<file path="config.mk">
export PLATFORM = sky130hd
export DESIGN_NAME = mpwm_timer
export DESIGN_NICKNAME = d
export VERILOG_FILES = /design/src/hw/mpwm_pkg.sv /design/src/hw/mpwm_timer.sv
export VERILOG_INCLUDE_DIRS = /design/src /design/src/hw
export SDC_FILE = /design/constraint.sdc
export NUM_CORES = 2
export LEC_CHECK = 0
export BUFFER_PORTS_ARGS = -buffer_cell sky130_fd_sc_hd__buf_2
export CORE_UTILIZATION = 50
export CTS_CLUSTER_DIAMETER = 80
export DETAILED_ROUTE_END_ITERATION = 10
export PLACE_DENSITY_LB_ADDON = 0.1
export SLEW_MARGIN = 30
export SYNTH_ARGS = -nofsm -noshare
export SYNTH_HDL_FRONTEND = slang
export SYNTH_SLANG_ARGS = --single-unit
</file>
<file path="constraint.sdc">
create_clock -name i_clk -period 3.5 [get_ports i_clk]
set_input_delay 0.35 -clock i_clk [delete_from_list [all_inputs] [get_ports i_clk]]
set_output_delay 0.35 -clock i_clk [all_outputs]
set_load 0.03 [all_outputs]
</file>
<file path="src/hw/mpwm_defs.svh">
// Register offsets, field positions and sizes of the PWM timer
`ifndef MPWM_DEFS_SVH
`define MPWM_DEFS_SVH
`define MPWM_AW       7
`define MPWM_NMR      7
`define MPWM_NCAP     4
`define MPWM_NEM      4
`define MPWM_NPWM     6
// Byte offsets
`define MPWM_A_IR     7'h00
`define MPWM_A_TCR    7'h04
`define MPWM_A_TC     7'h08
`define MPWM_A_PR     7'h0c
`define MPWM_A_PC     7'h10
`define MPWM_A_MCR    7'h14
`define MPWM_A_CCR    7'h18
`define MPWM_A_MR0    7'h1c
`define MPWM_A_CR0    7'h38
`define MPWM_A_CTCR   7'h48
`define MPWM_A_PCR    7'h4c
`define MPWM_A_LER    7'h50
`define MPWM_A_EMR    7'h54
`define MPWM_A_MSK    7'h58
`define MPWM_A_OUT    7'h5c
// Control fields
`define MPWM_TCR_EN   0
`define MPWM_TCR_RST  1
`define MPWM_TCR_PWM  3
`define MPWM_MCR_INT  0
`define MPWM_MCR_RST  1
`define MPWM_MCR_STP  2
`define MPWM_CCR_RISE 0
`define MPWM_CCR_FALL 1
`define MPWM_CCR_INT  2
`define MPWM_IR_CAP   7
`define MPWM_IR_W     11
`define MPWM_PCR_ENA  9
`define MPWM_PCR_W    15
`define MPWM_EMR_ACT  4
`define MPWM_ZERO32   32'h0000_0000
`define MPWM_ONE32    32'h0000_0001
`endif

</file>
<file path="src/hw/mpwm_pkg.sv">
// Types shared by the PWM timer
`default_nettype none
package mpwm_pkg;
  typedef enum logic [1:0] {
    MPWM_EM_NOP  = 2'b00,
    MPWM_EM_LOW  = 2'b01,
    MPWM_EM_HIGH = 2'b10,
    MPWM_EM_TOG  = 2'b11
  } mpwm_emact_e;
  typedef enum logic [1:0] {
    MPWM_CNT_TIMER = 2'b00,
    MPWM_CNT_RISE  = 2'b01,
    MPWM_CNT_FALL  = 2'b10,
    MPWM_CNT_BOTH  = 2'b11
  } mpwm_cnt_e;
endpackage
`default_nettype wire

</file>
<file path="src/hw/mpwm_timer.sv">
// Match-based PWM timer/counter with capture, match outputs, interrupt
//
// How it works
// - 32-bit counter steps once per prescaler terminal count.
// - Counts clock cycles, or edges of a selected capture input.
// - Seven match registers feed up to six PWM outputs.
// - Per match: optional flag, stop counter, reset counter.
// - In PWM mode, period match resets the count.
// - Single-edge outputs go high on period match unless cleared.
// - Single-edge output falls on its own match register.
// - Double-edge output rises on one match, falls on next.
// - Rise before fall gives positive pulse, else negative.
// - All outputs share the period set by match zero.
// - Period and width are any whole number of counts.
// - In PWM mode match writes are shadowed; applied at cycle start after release.
// - Without PWM mode, plain timer with match and capture.
// - Configured capture edge copies count, may raise a flag.
// - Match outputs go low, high, toggle or hold on match.
//
// Decided for this implementation: strobed register access and the placing of the registers.
`include "mpwm_defs.svh"
`default_nettype none
module mpwm_timer (
  input  wire logic                  i_clk,
  input  wire logic                  i_rst_n,
  input  wire logic [`MPWM_AW-1:0]   i_addr,
  input  wire logic [31:0]           i_wdata,
  input  wire logic                  i_wr,
  input  wire logic                  i_rd,
  input  wire logic [`MPWM_NCAP-1:0] i_cap,
  output logic      [31:0]           o_rdata,
  output logic      [`MPWM_NPWM:1]   o_pwm,
  output logic      [`MPWM_NEM-1:0]  o_em,
  output logic                       o_irq
);
  localparam int NMR = `MPWM_NMR;
  localparam int NCP = `MPWM_NCAP;

  logic [31:0]             tc_q, pr_q, pc_q;
  logic [`MPWM_TCR_PWM:0]  tcr_q;
  logic [3*NMR-1:0]        mcr_q;
  logic [3*NCP-1:0]        ccr_q;
  logic [3:0]              ctcr_q;
  logic [`MPWM_PCR_W-1:0]  pcr_q;
  logic [NMR-1:0]          ler_q;
  logic [`MPWM_IR_W-1:0]   ir_q, msk_q, ir_d;
  logic [NCP-1:0]          s1_q, s2_q, s3_q;
  logic [`MPWM_NPWM:1]     pwm_q, pwm_d;
  logic [2*`MPWM_NEM-1:0]  act_q;
  logic [31:0]             sh_q [NMR];
  logic [31:0]             mr_q [NMR];
  logic [31:0]             cr_q [NCP];

  // Register map, byte offsets; narrow fields sit in the low bits
  //   0x00 status, write one to clear
  //        bits 6:0 match 0..6, bits 10:7 capture 0..3
  //   0x04 run control
  //        bit 0 enable, bit 1 hold counters at zero, bit 3 pulse mode
  //   0x08 count, writable
  //   0x0c prescale limit
  //   0x10 prescale count, read only
  //   0x14 match control, three bits per match from bit 3*i
  //        flag, reset on match, stop on match
  //   0x18 capture control, three bits per input from bit 3*j
  //        rising edge, falling edge, flag
  //   0x1c + 4*i match i, reads back the shadow copy
  //   0x38 + 4*j capture j, read only
  //   0x48 count source
  //        bits 1:0 timer, rising, falling or both edges
  //        bits 3:2 input that clocks the count
  //   0x4c pulse control
  //        bits 6:2 double edge for outputs 2..6
  //        bits 14:9 enable for outputs 1..6
  //   0x50 release, write one per match; cleared on transfer
  //   0x54 match outputs
  //        bits 3:0 levels, bits 4+2k action of output k
  //   0x58 interrupt mask, status layout
  //   0x5c pulse output readback in bits 6:1
  //
  // Timing notes
  //   A prescale limit of L gives L+1 ticks per count.
  //   A match hits on the step that leaves its value.
  //   Outputs, flags and match pins move on the same edge as the count.
  //   Pulse period is the period match plus one count.
  //   Single edge: set on period match, cleared by its own match.
  //   Double edge: set by the match below, cleared by its own.
  //   Clear wins when both fall on one step, giving a constant low.
  //   Shadow values go live only on a period match after release,
  //   so no cycle ever sees half of an update.
  //   Outside pulse mode a match write goes live at once.
  //   Capture edges show about three clocks after the pin moves,
  //   the price of the synchroniser; very short pin pulses are lost.
  //   Count-source edges count once each; both-edge mode counts twice.
  //   Writes win over a same-cycle stop or transfer.
  //   Flag set wins over a same-cycle clear.
  //   Interrupt lags a mask change by one clock.
  //   Unmapped reads return zero; unmapped writes are dropped.

  // Address decode
  wire a_ir   = i_addr == `MPWM_A_IR;
  wire a_tcr  = i_addr == `MPWM_A_TCR;
  wire a_tc   = i_addr == `MPWM_A_TC;
  wire a_pr   = i_addr == `MPWM_A_PR;
  wire a_pc   = i_addr == `MPWM_A_PC;
  wire a_mcr  = i_addr == `MPWM_A_MCR;
  wire a_ccr  = i_addr == `MPWM_A_CCR;
  wire a_ctcr = i_addr == `MPWM_A_CTCR;
  wire a_pcr  = i_addr == `MPWM_A_PCR;
  wire a_ler  = i_addr == `MPWM_A_LER;
  wire a_emr  = i_addr == `MPWM_A_EMR;
  wire a_msk  = i_addr == `MPWM_A_MSK;
  wire a_out  = i_addr == `MPWM_A_OUT;
  logic [NMR-1:0] a_mr;
  logic [NCP-1:0] a_cr;

  // Control bits
  wire en      = tcr_q[`MPWM_TCR_EN];
  wire crst    = tcr_q[`MPWM_TCR_RST];
  wire pwm_en  = tcr_q[`MPWM_TCR_PWM];
  wire [1:0] cmode = ctcr_q[1:0];
  wire [1:0] csel  = ctcr_q[3:2];

  // Capture edges, taken from second and third sync stages only
  wire [NCP-1:0] rise = s2_q & ~s3_q;
  wire [NCP-1:0] fall = ~s2_q & s3_q;
  wire cnt_edge = (cmode[0] & rise[csel]) | (cmode[1] & fall[csel]);
  wire timer_md = cmode == mpwm_pkg::MPWM_CNT_TIMER;
  wire tick = en & ~crst & (timer_md | cnt_edge);
  wire step = tick & (pc_q == pr_q);

  // Match and capture events
  logic [NMR-1:0] hit, m_int, m_rst, m_stp;
  logic [NCP-1:0] cap_ev, c_int;
  wire rst_hit = |(hit & m_rst) | (pwm_en & hit[0]);
  wire stp_hit = |(hit & m_stp);
  wire cyc     = pwm_en & hit[0];

  genvar gi;
  generate
    for (gi = 0; gi < NMR; gi++) begin : g_mr
      assign a_mr[gi]  = i_addr == `MPWM_AW'(`MPWM_A_MR0 + 4 * gi);
      assign hit[gi]   = step & (tc_q == mr_q[gi]);
      assign m_int[gi] = mcr_q[3*gi+`MPWM_MCR_INT];
      assign m_rst[gi] = mcr_q[3*gi+`MPWM_MCR_RST];
      assign m_stp[gi] = mcr_q[3*gi+`MPWM_MCR_STP];
      wire wr_mr = i_wr & a_mr[gi];
      wire load  = cyc & ler_q[gi];
      // Shadow always takes writes; live copy at cycle start, or at once outside pulse mode
      always_ff @(posedge i_clk) begin
        if (!i_rst_n) begin
          sh_q[gi] <= `MPWM_ZERO32;
          mr_q[gi] <= `MPWM_ZERO32;
        end else begin
          if (wr_mr) begin
            sh_q[gi] <= i_wdata;
          end
          if (!pwm_en && wr_mr) begin
            mr_q[gi] <= i_wdata;
          end else if (load) begin
            mr_q[gi] <= sh_q[gi];
          end
        end
      end
      // Release bit: software sets, cycle start consumes
      always_ff @(posedge i_clk) begin
        if (!i_rst_n) begin
          ler_q[gi] <= 1'b0;
        end else if (i_wr && a_ler && i_wdata[gi]) begin
          ler_q[gi] <= 1'b1;
        end else if (load) begin
          ler_q[gi] <= 1'b0;
        end
      end
    end

    for (gi = 0; gi < NCP; gi++) begin : g_cap
      assign a_cr[gi]   = i_addr == `MPWM_AW'(`MPWM_A_CR0 + 4 * gi);
      assign c_int[gi]  = ccr_q[3*gi+`MPWM_CCR_INT];
      assign cap_ev[gi] =
        (ccr_q[3*gi+`MPWM_CCR_RISE] & rise[gi]) |
        (ccr_q[3*gi+`MPWM_CCR_FALL] & fall[gi]);
      // Snapshot of the count on the chosen edge
      always_ff @(posedge i_clk) begin
        if (!i_rst_n) begin
          cr_q[gi] <= `MPWM_ZERO32;
        end else if (cap_ev[gi]) begin
          cr_q[gi] <= tc_q;
        end
      end
    end

    // Edge logic per PWM output; clear beats set so a zero width
    // gives a constant low
    for (gi = 1; gi <= `MPWM_NPWM; gi++) begin : g_pwm
      wire dbl = (gi >= 2) ? pcr_q[gi] : 1'b0;
      wire set = dbl ? hit[gi-1] : hit[0];
      wire clr = hit[gi];
      assign pwm_d[gi] = !pwm_en ? 1'b0 :
                         clr ? 1'b0 : set ? 1'b1 : pwm_q[gi];
    end

    // Match output actions
    for (gi = 0; gi < `MPWM_NEM; gi++) begin : g_em
      mpwm_pkg::mpwm_emact_e act;
      assign act = mpwm_pkg::mpwm_emact_e'(act_q[2*gi +: 2]);
      always_ff @(posedge i_clk) begin
        if (!i_rst_n) begin
          o_em[gi] <= 1'b0;
        end else if (i_wr && a_emr) begin
          o_em[gi] <= i_wdata[gi];
        end else if (hit[gi]) begin
          unique case (act)
            mpwm_pkg::MPWM_EM_NOP:  o_em[gi] <= o_em[gi];
            mpwm_pkg::MPWM_EM_LOW:  o_em[gi] <= 1'b0;
            mpwm_pkg::MPWM_EM_HIGH: o_em[gi] <= 1'b1;
            mpwm_pkg::MPWM_EM_TOG:  o_em[gi] <= ~o_em[gi];
          endcase
        end
      end
    end
  endgenerate

  // Read selection over the indexed banks
  logic [31:0] mr_or [NMR+1];
  logic [31:0] cr_or [NCP+1];
  assign mr_or[0] = `MPWM_ZERO32;
  assign cr_or[0] = `MPWM_ZERO32;
  generate
    for (gi = 0; gi < NMR; gi++) begin : g_rmr
      assign mr_or[gi+1] = mr_or[gi] | ({32{a_mr[gi]}} & sh_q[gi]);
    end
    for (gi = 0; gi < NCP; gi++) begin : g_rcr
      assign cr_or[gi+1] = cr_or[gi] | ({32{a_cr[gi]}} & cr_q[gi]);
    end
  endgenerate

  // Unmapped addresses read zero
  wire [31:0] rd_mux =
    a_ir   ? 32'(ir_q)   :
    a_tcr  ? 32'(tcr_q)  :
    a_tc   ? tc_q        :
    a_pr   ? pr_q        :
    a_pc   ? pc_q        :
    a_mcr  ? 32'(mcr_q)  :
    a_ccr  ? 32'(ccr_q)  :
    a_ctcr ? 32'(ctcr_q) :
    a_pcr  ? 32'(pcr_q)  :
    a_ler  ? 32'(ler_q)  :
    a_emr  ? 32'({act_q, o_em}) :
    a_msk  ? 32'(msk_q)  :
    a_out  ? 32'({o_pwm, 1'b0}) :
    (mr_or[NMR] | cr_or[NCP]);

  // Sticky flags: a new event wins over a same-cycle clear
  wire [`MPWM_IR_W-1:0] ir_set = {cap_ev & c_int, hit & m_int};
  wire [`MPWM_IR_W-1:0] ir_clr =
    (i_wr && a_ir) ? i_wdata[`MPWM_IR_W-1:0] : '0;
  assign ir_d = (ir_q & ~ir_clr) | ir_set;

  // Count chain; reset bit holds both counters at zero
  always_ff @(posedge i_clk) begin
    if (!i_rst_n) begin
      tc_q <= `MPWM_ZERO32;
      pc_q <= `MPWM_ZERO32;
    end else if (crst) begin
      tc_q <= `MPWM_ZERO32;
      pc_q <= `MPWM_ZERO32;
    end else if (i_wr && a_tc) begin
      tc_q <= i_wdata;
    end else if (step) begin
      pc_q <= `MPWM_ZERO32;
      tc_q <= rst_hit ? `MPWM_ZERO32 : tc_q + `MPWM_ONE32;
    end else if (tick) begin
      pc_q <= pc_q + `MPWM_ONE32;
    end
  end

  // Run control; a stop match drops the enable
  always_ff @(posedge i_clk) begin
    if (!i_rst_n) begin
      tcr_q <= '0;
    end else if (i_wr && a_tcr) begin
      // Bit 2 is unused and reads zero
      tcr_q <= {i_wdata[`MPWM_TCR_PWM], 1'b0,
                i_wdata[`MPWM_TCR_RST:`MPWM_TCR_EN]};
    end else if (stp_hit) begin
      tcr_q[`MPWM_TCR_EN] <= 1'b0;
    end
  end

  // Plain configuration registers
  always_ff @(posedge i_clk) begin
    if (!i_rst_n) begin
      pr_q   <= `MPWM_ZERO32;
      mcr_q  <= '0;
      ccr_q  <= '0;
      ctcr_q <= 4'h0;
      pcr_q  <= '0;
      act_q  <= '0;
      msk_q  <= '0;
    end else if (i_wr) begin
      if (a_pr)   pr_q   <= i_wdata;
      if (a_mcr)  mcr_q  <= i_wdata[3*NMR-1:0];
      if (a_ccr)  ccr_q  <= i_wdata[3*NCP-1:0];
      if (a_ctcr) ctcr_q <= i_wdata[3:0];
      if (a_pcr)  pcr_q  <= i_wdata[`MPWM_PCR_W-1:0];
      if (a_emr)  act_q  <= i_wdata[`MPWM_EMR_ACT +: 2*`MPWM_NEM];
      if (a_msk)  msk_q  <= i_wdata[`MPWM_IR_W-1:0];
    end
  end

  // Capture pins cross into the clock domain through three stages
  always_ff @(posedge i_clk) begin
    if (!i_rst_n) begin
      s1_q <= '0;
      s2_q <= '0;
      s3_q <= '0;
    end else begin
      s1_q <= i_cap;
      s2_q <= s1_q;
      s3_q <= s2_q;
    end
  end

  // Registered outputs; pins masked by their enables
  always_ff @(posedge i_clk) begin
    if (!i_rst_n) begin
      ir_q    <= '0;
      pwm_q   <= '0;
      o_pwm   <= '0;
      o_irq   <= 1'b0;
      o_rdata <= `MPWM_ZERO32;
    end else begin
      ir_q    <= ir_d;
      pwm_q   <= pwm_d;
      o_pwm   <= pwm_d & pcr_q[`MPWM_PCR_ENA +: `MPWM_NPWM];
      o_irq   <= |(ir_d & msk_q);
      o_rdata <= i_rd ? rd_mux : `MPWM_ZERO32;
    end
  end
endmodule
`default_nettype wire

</file>
==> metrics <==
outcome=finished clean; via total after detailed routing=33400; 1st-iter DRT viols=between 5000 and 6000; cell taking the most area after synthesis=sky130_fd_sc_hd__edfxtp_1; fin nets=~3700; grt met3 use=14.8%; total standard cell area after synthesis=39600 µm²; shortest period the worst path allows=around 3500 ps; H-tree levels=3; headroom to the max-slew limit=between 20% and 30%; net switching component of the power=about 5400 µW; share of synthesized area occupied by flip-flops and latches=a little under three fifths; number of nets produced by synthesis=approximately 3600; Worst Hold Slack=52.1 ps; number of remaining DRC errors=0; Starting Density=between 50% and 60%; CTS tree=done; wire length of the first global-routing pass=approximately 250000 µm; final max-slew violation count=0; number of enable-type register cells in the synthesized netlist=about 580; most frequent cell after synthesis=sky130_fd_sc_hd__edfxtp_1; clock-pin slew reported for the worst setup and hold paths after clock tree synthesis=about 70 ps; synthesized area per cell=about 11 µm²; Sink Count=825; Most Used Layer, Global Route=met2; count of final setup violators=0; top achievable clock speed=approximately 0.29 GHz; Layout Area Growth over Synthesis=14.0%; setup TNS=0 ps; Cell variety after synth=between 90 and 100; total wirelength of the detailed-routed design=181000 µm; GR Util met1=between 50 and 60%; TritonCTS buffer count=90; crit path launch type=register; simple logic cell fraction of the synthesized area=16.6%; maximum number of pins on one net before global-route repair=76; commonest cells in the synthesized netlist=sky130_fd_sc_hd__edfxtp_1, sky130_fd_sc_hd__nand2_1, sky130_fd_sc_hd__xor2_1; deepest clock path buffer count=3; kind of path behind the tightest hold check=input pin to register; share of post-route cells with drive strength above 1=between 10% and 20%; met2 layer usage reported by global route=between 60% and 70%; critical path peak fanout=32; number of primary I/O pins=90; dominant combinational cell family by area after synthesis=simple AND/OR/NAND/NOR gates; fraction of the mapped netlist area in compound gates=between 10% and 20%; port buffer count=just under 90; PwrDens=about 490 nW/µm²; leakage dissipation=about 0.017 µW; Max-cap violations=0; data required time of the critical path=between 4000 and 5000 ps; cell at the root of the clock tree=sky130_fd_sc_hd__clkbuf_16; flops & latches, synth=825; cell internal power dissipation=about 17000 µW; combinational group share of total power=under 10%; post-synth top area share=~44%; area share of fa/ha/maj cells after synthesis=less than 1%; ANT nets after route=0; WL per Instance=around 38 µm; share of the cycle needed by the critical path after routing=between 90% and 100%; endpoint class of the critical path=register; proportion of register bits with asynchronous set or reset after synthesis=0%; fraction of power consumed by the clock network=between 40% and 50%; count of synthesis-stage warnings from yosys=0; number of placement rows=between 100 and 150; global-route total usage across every layer=about 44%; total overflow reported by the global router=0; Post-Synth XOR/XNOR Area=around 6.6%; number of antenna violations at the first check in global routing=16; data arrival time at the worst-slack endpoint=between 4000 and 5000 ps; Total Die Area=80300 µm²; final hold violations=0; final RePlAce weighted congestion=roughly 1.0; worst setup skew after layout=approximately 29 ps; top area cells in the synthesized netlist=sky130_fd_sc_hd__edfxtp_1, sky130_fd_sc_hd__dfxtp_1, sky130_fd_sc_hd__xor2_1; maximum VDD drop=between 0.3 and 0.4 mV; DP Wirelength=between 100000 and 150000 µm; type of the worst setup path=register to register; Vert. Die Dim=283 µm; placeable core area=approximately 80000 µm²; Main synth FF type=sky130_fd_sc_hd__edfxtp_1; RSZ-0062 raised after global routing=false; Via density=between 6 and 7; DRT Pass-1 Iters=8; register share of total power=just over 50%; share of cell area taken by muxes after synthesis=less than 1%; proportion of total power due to net switching=roughly 24%; post-synthesis instance total=between 3000 and 4000; vias in the first global route=between 30000 and 40000; slew of the pin with the lowest slew margin=roughly 1100 ps; clock latency reported for the late side of the worst-skew pair=about 660 ps; die boundary width=283 µm
[cells in the final DEF, fill, tap and decap left out, drive strengths merged, types with 17 or more instances in the layout]
master / netlist / layout
dfxtp: 249 / 249
buf: 167 / 354
clkbuf: 194 / 117
nand2: 347 / 347
edfxtp: 576 / 576
inv: 28 / 31
clkinv: 0 / 32
xor2: 272 / 272
o22ai: 17 / 17
a21oi: 177 / 177
a222oi: 28 / 28
a221oi: 27 / 27
nand3: 65 / 65
a22oi: 143 / 143
a22o: 240 / 240
nor4: 77 / 77
xnor2: 24 / 24
nor3: 66 / 66
nor2: 159 / 159
o21ai: 62 / 62
mux2i: 28 / 28
a31oi: 28 / 28
and2: 256 / 256
and3: 154 / 154
nor2b: 23 / 23
nand4: 44 / 44
[state kept, by name, summed over array words and instances, names as in the netlist, 12 cells and up]
signal   count
cr_q       128
pc_q        32
ccr_q       12
mcr_q       21
pcr_q       15
mr_q       224
pr_q        32
tc_q        32
o_rdata     32
sh_q       224
[per-stage QoR]
stage               setup slack (ps)  cell area [µm²]  util (%)  cells  total power (µW)
floorplan                       28.4            39600         -   3597             11600
global placement               -45.0            42000      53.9   4628             12400
detailed placement             -96.7            42000      53.9   4628             12400
CTS                             43.3            45000      57.9   4800             22000
global route                    26.0            45100      57.9   4802             22500
finish                          1.99            45100      58.0   4813             22100
[power groups by stage]
| stage | Clock [µW] | Sequential [µW] | Combinational [µW] |
|---|---|---|---|
| finish | 9850 | 11100 | 1130 |
| global route | 10200 | 11100 | 1140 |
| CTS | 9840 | 11100 | 1090 |
| detailed placement | 0 | 11300 | 1080 |
| global placement | 0 | 11300 | 1080 |
| floorplan | 0 | 11100 | 515 |
[per-layer routing]
layer,routed length (µm),vias up,share of wire [%]
li1,-,13400,-
met1,66100,16600,37
met2,76800,2910,43
met3,27700,504,15
met4,9950,8,5.5
met5,49,-,0.027
[logic make-up (layout without fill, tap and decap cells)]
kind of cell,Yosys count,in the layout
flip-flops,825,825
other,0,11
adder cells (fa/ha/maj),2,2
buffers and inverters,389,554
multiplexers,35,35
AND/OR/NAND/NOR,1244,1244
XOR/XNOR,296,296
AO/OA/AOI/OAI,806,806
[worst max-delay path, cell delays in order (launching register included)]
cell,delay (ps)
sky130_fd_sc_hd__dfxtp_1,500
sky130_fd_sc_hd__xor2_1,220
sky130_fd_sc_hd__nor4_2,370
sky130_fd_sc_hd__nand4_1,240
sky130_fd_sc_hd__or2_1,370
sky130_fd_sc_hd__nor3b_2,370
sky130_fd_sc_hd__and2_1,210
sky130_fd_sc_hd__buf_4,150
sky130_fd_sc_hd__and3_1,330
sky130_fd_sc_hd__buf_4,380
sky130_fd_sc_hd__a22o_1,220
[final cells by class]
class | instances | area (µm²)
fillers | 6618 | 32700
flip-flops and latches | 825 | 22300
multi-input cells | 2383 | 15600
repair buffers | 358 | 2760
clock buffers | 117 | 2450
well taps | 1040 | 1300
clock inverters | 51 | 553
inverters | 28 | 108
diodes | 11 | 27.5
[worst paths after layout]
check                                start         end  slack (ps)  cells past startpoint
worst min-delay path            i_wdata[0]     ir_q[0]          50                      4
worst max register to register     pc_q[1]  mr_q[5][8]           2                     10
worst min register to register     s1_q[0]     s2_q[0]         430                      1
worst max-delay path               pc_q[1]  mr_q[5][8]           2                     10
[repair_timing]
item / CTS / global route
hold buffers: 4 / 0
hold endpoints to repair: 4 / 0
pin swaps: 0 / 1
setup endpoints to repair: 172 / 209
buffers inserted: 0 / 2
gates resized for setup: 3 / 5
(Power assumes the default switching activity.)
